$ cat src/verilog/sbat_defines.svh
`ifndef SBAT_DEFINES_SVH
`define SBAT_DEFINES_SVH

// Register offsets on the software port.
`define SBAT_OFS_CTRL 2'h0
`define SBAT_OFS_DATA 2'h1

// Field positions in the arbiter control register.
`define SBAT_BIT_AM1 7
`define SBAT_BIT_AM0 6
`define SBAT_BIT_LOST 5
`define SBAT_BIT_ACLK 4
`define SBAT_BIT_FIN 3
`define SBAT_BIT_RUN 2
`define SBAT_BIT_OVFL 1
`define SBAT_BIT_MSB 0

// Arbiter mode encodings.
`define SBAT_MODE_IDLE 2'h0
`define SBAT_MODE_MEAS 2'h1
`define SBAT_MODE_ARB 2'h2
`define SBAT_MODE_RSVD 2'h3

// Reset values.
`define SBAT_RST_MODE 2'h0
`define SBAT_RST_CNT 9'h000
`define SBAT_RST_DIV 2'h0
`define SBAT_RST_BYTE 8'h00
`define SBAT_RX_IDLE 1'b1
`define SBAT_TX_IDLE 1'b1

// Counter figures.
`define SBAT_CNT_ONE 9'h001
`define SBAT_CNT_MAX 9'h1FF
`define SBAT_DIV_ONE 2'h1
`define SBAT_DIV4_LAST 2'h3
`define SBAT_SAMPLE_BUS 9'h038
`define SBAT_SAMPLE_PSC 9'h008

`endif

$ cat src/verilog/sbat_pkg.sv
`default_nettype none

package sbat_pkg;

	typedef enum logic [2:0] {
		ST_IDLE,
		ST_MEAS_WAIT,
		ST_MEAS_RUN,
		ST_MEAS_DONE,
		ST_ARB_WAIT,
		ST_ARB_RUN
	} sbat_state_e;

	typedef struct packed {
		logic [1:0] mode;
		logic aclk;
		logic lost;
		logic fin;
		logic run;
		logic ovfl;
		logic [8:0] cnt;
		logic [1:0] div;
		logic pscHalf;
		logic rxPrev;
		logic txPrev;
		logic seenLow;
		sbat_state_e state;
		logic [7:0] rdata;
	} sbat_regs_s;

	typedef struct packed {
		logic meta;
		logic sync;
	} sbat_sync_s;

endpackage : sbat_pkg

`default_nettype wire

$ cat src/verilog/sbat_arbiter.sv
// Summary of operation
// - Nine-bit counter plus overflow bit, software controlled.
// - Mode field: idle, measure, arbitrate; 11 reserved.
// - Mode zero clears and holds the counter.
// - Lost flag cleared by writing upper mode zero.
// - Counter ticks on prescaler half or bus quarter.
// - Finished flag set on completion, write clears.
// - Running flag mirrors the counter counting.
// - Overflow flag sticky, any control write clears.
// - Counter top bit readable, control write clears.
// - Counter low byte readable, control write clears.
// - Bus-clock measure: falling edge to falling edge.
// - Prescaler measure: low level until rising edge.
// - Arbitration restarts counter on transmit rising edge.
// - Sample receive at set count; low sets lost.
// - Lost flag forces transmit pin high.
// - Transmit low before sensed low resets counter.
//
// Our own choices: the address map and strobed register access.
`include "sbat_defines.svh"
`default_nettype none

module sbat_arbiter
	import sbat_pkg::*;
(
	input wire logic ref_clk,
	input wire logic arst_n,
	input wire logic [1:0] regAddr,
	input wire logic [7:0] regWdata,
	input wire logic regWr,
	input wire logic regRd,
	output logic [7:0] regRdata,
	input wire logic presclTick,
	input wire logic rxLine,
	input wire logic txInternal,
	output logic txPin
);

	sbat_regs_s q, d;
	logic rxSync;
	logic wrCtrl;
	logic tick;
	logic rxFall;
	logic rxRise;
	logic txRise;
	logic txFall;
	logic [8:0] cntNext;
	logic [8:0] sampleAt;
	logic hitSample;
	logic setLost;
	logic measStop;
	logic restart;

	function automatic logic fallEdge(input logic prev, input logic cur);
		fallEdge = prev && !cur;
	endfunction : fallEdge

	function automatic sbat_state_e startState(input logic [1:0] mode);
		case (mode)
			`SBAT_MODE_MEAS: startState = ST_MEAS_WAIT;
			`SBAT_MODE_ARB: startState = ST_ARB_WAIT;
			default: startState = ST_IDLE;
		endcase
	endfunction : startState

	sbat_rx_sync u_rx_sync (
		.ref_clk(ref_clk),
		.arst_n(arst_n),
		.rxRaw(rxLine),
		.rxSync(rxSync)
	);

	always_comb begin
		d = q;
		wrCtrl = regWr && (regAddr == `SBAT_OFS_CTRL);
		rxFall = fallEdge(q.rxPrev, rxSync);
		rxRise = fallEdge(rxSync, q.rxPrev);
		txFall = fallEdge(q.txPrev, txInternal);
		txRise = fallEdge(txInternal, q.txPrev);
		d.rxPrev = rxSync;
		d.txPrev = txInternal;

		// Counter time base: bus clock over four, or every second prescaler tick.
		d.div = 2'(q.div + `SBAT_DIV_ONE);
		if (presclTick) begin
			d.pscHalf = !q.pscHalf;
		end
		tick = q.aclk ? (presclTick && q.pscHalf) : (q.div == `SBAT_DIV4_LAST);

		sampleAt = q.aclk ? `SBAT_SAMPLE_PSC : `SBAT_SAMPLE_BUS;
		cntNext = 9'(q.cnt + `SBAT_CNT_ONE);
		hitSample = (q.state == ST_ARB_RUN) && q.run && tick && (cntNext == sampleAt);
		setLost = hitSample && !rxSync;
		measStop = q.aclk ? rxRise : rxFall;

		// Software write: clears go first so that hardware events below win.
		if (wrCtrl) begin
			d.mode = regWdata[`SBAT_BIT_AM1:`SBAT_BIT_AM0];
			d.aclk = regWdata[`SBAT_BIT_ACLK];
			if (!regWdata[`SBAT_BIT_AM1]) begin
				d.lost = 1'b0;
			end
			d.fin = 1'b0;
			d.ovfl = 1'b0;
			d.cnt = `SBAT_RST_CNT;
		end

		// Counting and wrap into the sticky overflow bit.
		if (q.run && tick) begin
			d.cnt = 9'(d.cnt + `SBAT_CNT_ONE);
			if (q.cnt == `SBAT_CNT_MAX) begin
				d.ovfl = 1'b1;
			end
		end

		case (q.state)
			ST_IDLE: begin
				d.run = 1'b0;
				if (q.mode == `SBAT_MODE_IDLE) begin
					d.cnt = `SBAT_RST_CNT;
				end
			end
			ST_MEAS_WAIT: begin
				if (q.aclk ? !rxSync : rxFall) begin
					d.cnt = `SBAT_RST_CNT;
					d.run = 1'b1;
					d.state = ST_MEAS_RUN;
				end
			end
			ST_MEAS_RUN: begin
				if (measStop) begin
					d.run = 1'b0;
					d.fin = 1'b1;
					d.state = ST_MEAS_DONE;
				end
			end
			ST_MEAS_DONE: begin
				d.run = 1'b0;
			end
			ST_ARB_WAIT: begin
				if (txRise) begin
					d.cnt = `SBAT_RST_CNT;
					d.run = 1'b1;
					d.seenLow = 1'b0;
					d.state = ST_ARB_RUN;
				end
			end
			ST_ARB_RUN: begin
				if (setLost) begin
					d.lost = 1'b1;
					d.seenLow = 1'b1;
				end
				if (txRise) begin
					d.cnt = `SBAT_RST_CNT;
					d.run = 1'b1;
					d.seenLow = 1'b0;
				end else if (txFall && !q.seenLow && !setLost) begin
					d.cnt = `SBAT_RST_CNT;
					d.run = 1'b0;
					d.state = ST_ARB_WAIT;
				end
			end
			default: begin
				d.run = 1'b0;
				d.state = ST_IDLE;
			end
		endcase

		// A new mode or clock source, or a write after a finished measurement,
		// starts the selected mode afresh from a cleared counter.
		restart = wrCtrl && ((d.mode != q.mode) || (d.aclk != q.aclk)
			|| (q.state == ST_MEAS_DONE));
		if (restart) begin
			d.state = startState(d.mode);
			d.run = 1'b0;
			d.seenLow = 1'b0;
			d.cnt = `SBAT_RST_CNT;
		end

		// Read data stand for the single cycle after the read strobe.
		d.rdata = `SBAT_RST_BYTE;
		if (regRd) begin
			case (regAddr)
				`SBAT_OFS_CTRL: begin
					d.rdata[`SBAT_BIT_AM1:`SBAT_BIT_AM0] = q.mode;
					d.rdata[`SBAT_BIT_LOST] = q.lost;
					d.rdata[`SBAT_BIT_ACLK] = q.aclk;
					d.rdata[`SBAT_BIT_FIN] = q.fin;
					d.rdata[`SBAT_BIT_RUN] = q.run;
					d.rdata[`SBAT_BIT_OVFL] = q.ovfl;
					d.rdata[`SBAT_BIT_MSB] = q.cnt[8];
				end
				`SBAT_OFS_DATA: begin
					d.rdata = q.cnt[7:0];
				end
				default: begin
					d.rdata = `SBAT_RST_BYTE;
				end
			endcase
		end
	end

	always_ff @(posedge ref_clk or negedge arst_n) begin
		if (!arst_n) begin
			q <= '{
				mode: `SBAT_RST_MODE,
				aclk: 1'b0,
				lost: 1'b0,
				fin: 1'b0,
				run: 1'b0,
				ovfl: 1'b0,
				cnt: `SBAT_RST_CNT,
				div: `SBAT_RST_DIV,
				pscHalf: 1'b0,
				rxPrev: `SBAT_RX_IDLE,
				txPrev: `SBAT_TX_IDLE,
				seenLow: 1'b0,
				state: ST_IDLE,
				rdata: `SBAT_RST_BYTE
			};
		end else begin
			q <= d;
		end
	end

	assign regRdata = q.rdata;
	// While arbitration is lost the bus sees a recessive high.
	assign txPin = txInternal || q.lost;
endmodule : sbat_arbiter

`default_nettype wire

$ cat src/verilog/sbat_rx_sync.sv
`include "sbat_defines.svh"
`default_nettype none

module sbat_rx_sync
	import sbat_pkg::*;
(
	input wire logic ref_clk,
	input wire logic arst_n,
	input wire logic rxRaw,
	output logic rxSync
);

	sbat_sync_s q, d;

	always_comb begin
		d = q;
		d.meta = rxRaw;
		d.sync = q.meta;
	end

	always_ff @(posedge ref_clk or negedge arst_n) begin
		if (!arst_n) begin
			q <= '{meta: `SBAT_RX_IDLE, sync: `SBAT_RX_IDLE};
		end else begin
			q <= d;
		end
	end

	assign rxSync = q.sync;

endmodule : sbat_rx_sync

`default_nettype wire
$ cat config.mk
export PLATFORM = sky130hd
export DESIGN_NAME = sbat_arbiter
export DESIGN_NICKNAME = d
export VERILOG_FILES = /design/src/verilog/sbat_pkg.sv /design/src/verilog/sbat_arbiter.sv /design/src/verilog/sbat_rx_sync.sv
export VERILOG_INCLUDE_DIRS = /design/src /design/src/verilog
export SDC_FILE = /design/constraint.sdc
export NUM_CORES = 1
export LEC_CHECK = 0
export ABC_AREA = 1
export BUFFER_PORTS_ARGS = -buffer_cell sky130_fd_sc_hd__clkbuf_2
export CELL_PAD_IN_SITES_DETAIL_PLACEMENT = 1
export CELL_PAD_IN_SITES_GLOBAL_PLACEMENT = 2
export CORE_MARGIN = 2
export CORE_UTILIZATION = 37
export CTS_BUF_LIST = sky130_fd_sc_hd__clkbuf_4
export CTS_CLUSTER_DIAMETER = 150
export CTS_CLUSTER_SIZE = 30
export DETAILED_ROUTE_END_ITERATION = 16
export HOLD_SLACK_MARGIN = 0.05
export PLACE_DENSITY = 0.92
export SLEW_MARGIN = 30
export SYNTH_ARGS = -nofsm -noshare
export SYNTH_HDL_FRONTEND = slang
export SYNTH_SLANG_ARGS = --single-unit
$ cat constraint.sdc
create_clock -name ref_clk -period 4 [get_ports ref_clk]
set_input_delay 0.8 -clock ref_clk [delete_from_list [all_inputs] [get_ports ref_clk]]
set_output_delay 0.8 -clock ref_clk [all_outputs]
set_load 0.1 [all_outputs]
**Word level (Yosys, flattened, before mapping)**

Index checks and enable logic that the tools add are counted.

- Bits in registers: 35
- Input port bits: 17
- Output and inout port bits: 9
- Word-level logic and storage cells: 111

- $add $sub $neg: 3
- Eq/ne operators: 21
- Muxes and demuxes: 39
- Reduce and logical (&&, ||, !) cells: 32

Operator list:

| kind | number |
|---|---|
| $mux W9 | 6 |
| $pmux W9 S4 | 1 |
| $mux W10 | 2 |
| $add A9 B1 Y9 const B | 2 |
| $pmux W8 S2 | 1 |
| $mux W1 | 15 |
| $pmux W3 S5 | 1 |
| $logic_and A1 B1 Y1 | 14 |
| $mux W3 | 4 |
| $ne A3 B3 Y1 const B | 4 |
| $eq A9 B6 Y1 | 1 |
| $eq A9 B9 Y1 const B | 1 |
| $mux W4 | 2 |
| $mux W8 | 1 |
| $logic_not A1 Y1 | 7 |
| $eq A3 B2 Y1 const B | 2 |
| $eq A3 B3 Y1 const B | 2 |
| $mux W6 | 1 |
| $pmux W3 S2 | 1 |
| $reduce_and A6 Y1 | 1 |
| $mux W5 | 1 |
| $eq A2 B1 Y1 const B | 2 |
| $eq A2 B2 Y1 const B | 2 |
| $logic_not A2 Y1 | 2 |
| other kinds (17) | 19 |

**Logic depth before layout (Yosys ltp)**

- Word-level depth: 11
- Mapped depth: 17
- Depth with buffers taken out: 16

**Cells and area by module**

From an unflattened synthesis, not the netlist that was laid out.

- Cells, all modules: 270
- Area, all modules: 2,058.2 µm²

Modules (own cells, without submodules):

| module | instances | cells an instance | area each (µm²) | seq. area each (µm²) |
|---|---|---|---|---|
| sbat_arbiter | 1 | 268 | 2,005.7 | 828.3 |
| sbat_rx_sync | 1 | 2 | 52.6 | 52.6 |

**Least setup slack after synthesis**

OpenSTA, ideal clock, no wires.

- Kind: input-to-output
- Start point: input txInternal
- End point: output txPin
- Data arrival time: 1.308 ns
- Required time: 3.200 ns
- Setup slack: 1.892 ns
- Cell stages on the path: 1
- Path buffers: 0
- Path through: or2_2

- Word-level cells in the longest chain between the ends: 1

RTL lines:

| element | line | text |
|---|---|---|
| start: declaration | sbat_arbiter.sv:35 | `input wire logic txInternal,` |
| $logic_or A1 B1 Y1 | sbat_arbiter.sv:228 | `assign txPin = txInternal \|\| q.lost;` |
| end: declaration | sbat_arbiter.sv:36 | `output logic txPin` |

No other way between the ends.

==> results_dict.tcl <==
set metrics [dict create \
    worstSetupStartpointType "register" \
    syn_area_mm2 0.002077 \
    area_growth_pct 9.036 \
    synth_cells 271 \
    fin_nets 304 \
    cts_buffers 5 \
    finalCritPeriodShare_pct 59.33 \
    final_cell_count_no_fill 357 \
    antenna_left 0 \
    worstHoldStart "u_rx_sync.d[0]" \
    num_io_pins 26 \
    avgSynthCellArea_um2 7.664 \
    drc 0 \
    yosysTopAreaCell "dfrtp_1" \
    post_drt_wl_per_cell_um 14.23 \
    clkTransAtPathRegs_ps 110 \
    fin_area_mm2 0.002265 \
    cp.required_ps 4270 \
    start_util_pct 37.95 \
    peakVddDrop_uv 146.4 \
    ys_top_cells_by_count "nand2_1 (71), inv_1 (32), nor2_1 (32)" \
    placed_area_mm2 0.002160 \
    routed_via_density 4.930 \
    grtUsageTotal_pct 17.96 \
    slew_viol_final 0 \
    worst_setup_path_end_kind "register" \
    fmax_mhz 421.4 \
    ys_warn_count 0 \
    reg2reg_depth 14 \
    vias 1760 \
    die-area_mm2 0.006229 \
    critPathKind "reg -> reg" \
    final_hold_viol_count 0 \
    yosysMostFrequentCell "nand2_1" \
    worstMarginPinSlew_ps 811.4 \
    grt_antenna_before_repair 0 \
    p_per_area_mw_per_mm2 485.0 \
    grt-ovfl-total 0 \
    synth.top_cell.area_share_pct 37.35 \
    worstSetupStartpoint "q[20]" \
    reg2reg_slack_ps 1630 \
    crit_fanout 9 \
    ctsResizeCount 0 \
    ys_ff_latch 35 \
    gp_congestion 0.7557 \
    drive_gt1_share_pct 20.35 \
    placed_cells 349 \
    routed_wl_um 5080 \
    ys.flop_type "dfrtp_1" \
    cts_hold_buf 0 \
    synth-seq-area-share_pct 42.41 \
    chipHeight_um 78.93 \
    core_mm2 0.005473 \
    worstPathArrival_ps 2650 \
    p_leak_nw 1.114 \
    ys_async_sr_fraction_pct 100.0 \
    fin_crit_ps 2373 \
    synth_edf_count 0 \
    syn_nets 291 \
    cts.path.max_buffers 2 \
    cts.sinks 35 \
    rows 27 \
    clock_skew_ps 6.167 \
    place.detailed.hpwl_um 3911 \
    worstHoldPathType "reg -> reg" \
    r2r_end "q[23]" \
    setup_viol 0 \
    maxCapViolations 0 \
    rsz0062_at_grt "no" \
    synth_area_leaders "dfrtp_1 (37%), nand2_1 (13%), inv_1 (5.8%)" \
    drtIter0Drc 77 \
    die_width_um 78.93 \
    drtPass1Iterations 4 \
    tritoncts "done" \
    grt_pass1_wl_um 8645 \
    diodes 0 \
    outcome "finished clean" \
    cts_root_buf "clkbuf_4" \
    htreeDepth 2 \
    rr_startpoint "q[20]" \
    relSlewSlack_pct 45.91 \
    grt_max_degree 36 \
    num-fill-cells 713 \
    ys_types 31 \
    post_cts_buffers 0 \
    crit_end "q[23]" \
    placement.io_buffers 20 \
    insertion_delay_ps 340 \
    grt_pass1_vias 1798 \
    tns_ps 0 \
]
## cell families (layout without fill, tap and decap cells)
kind of cell	Yosys count	count (layout)	share of synthesized area (%)
simple gates	148	148	32.59
flops	35	35	42.41
buf+inv	50	64	11.69
xor+xnor	6	6	2.530
compound gates	29	29	8.976
fa+ha+maj	3	3	1.807
## metal layers
layer	wire (um)	global-route usage, %
met5	0	0
met4	42	4.138
met3	169	3.409
met2	2466	31.54
met1	2401	22.96
## worst min-delay path by stage
stage / end / slack, ps / cells past startpoint
floorplan: u_rx_sync.rxSync / 350 / 0
global placement: u_rx_sync.rxSync / 350 / 0
detailed placement: u_rx_sync.rxSync / 350 / 0
CTS: u_rx_sync.rxSync / 370 / 0
global route: u_rx_sync.rxSync / 370 / 0
finish: u_rx_sync.rxSync / 360 / 0
## state kept, by name, summed over array words and instances (netlist names)
signal            cells
regRdata              8
u_rx_sync.d           1
q                    25
u_rx_sync.rxSync      1
## power by group
part | internal [mW] | switching [mW] | total, mW
sequential | 0.398 | 0.0579 | 0.456
clock | 0.194 | 0.127 | 0.322
combinational | 0.0992 | 0.222 | 0.321
total | 0.692 | 0.407 | 1.10
## cell type report
class	instances	area (um^2)	area share (%)
sequential	35	880.8	38.90
clock inverter	3	67.56	2.983
clock buffer	5	37.54	1.657
tap	72	90.09	3.978
timing repair buffer	20	100.1	4.420
inverter	36	135.1	5.967
multi-input combinational	186	953.4	42.10
## metrics by stage
step | worst slack (ps) | util, % | hold slack [ps] | total power [mW]
5_1_grt | 1415 | 41.38 | 371.3 | 1.170
3_3_place_gp | 1329 | 39.46 | 346.2 | 0.7742
6_report | 1627 | 41.38 | 363.9 | 1.098
2_1_floorplan | 1892 | - | 345.2 | 0.7054
3_5_place_dp | 1270 | 39.46 | 348.9 | 0.7837
4_1_cts | 1641 | 41.38 | 366.1 | 1.109
## layout by cell type, fill, tap and decap left out, drive strengths merged
cell / instances
dfstp: 4
ha: 3
a32o: 1
o21bai: 1
o211ai: 1
xor2: 5
buf: 1
nor3: 8
a22o: 1
dfrtp: 31
o21ai: 9
nand4: 5
bufinv: 2
o2111ai: 1
clkbuf: 24
or2: 1
nand3: 21
nor2: 36
a21oi: 15
clkinvlp: 1
inv: 36
xnor2: 1
nand2: 77
## worst max-delay path: stages, from the launching register on
cell and delay (ps):
dfrtp_1 520, nand4_1 170, nor3_1 220, ha_1 300
inv_1 60, nand2_1 50, nor2_1 100, nand2_1 60
nor2_1 90, nand2_1 120, nand3_1 100, nand2_1 110
nand2_1 90, nand2_2 150, nor2_1 160
(Power assumes the default switching activity.)
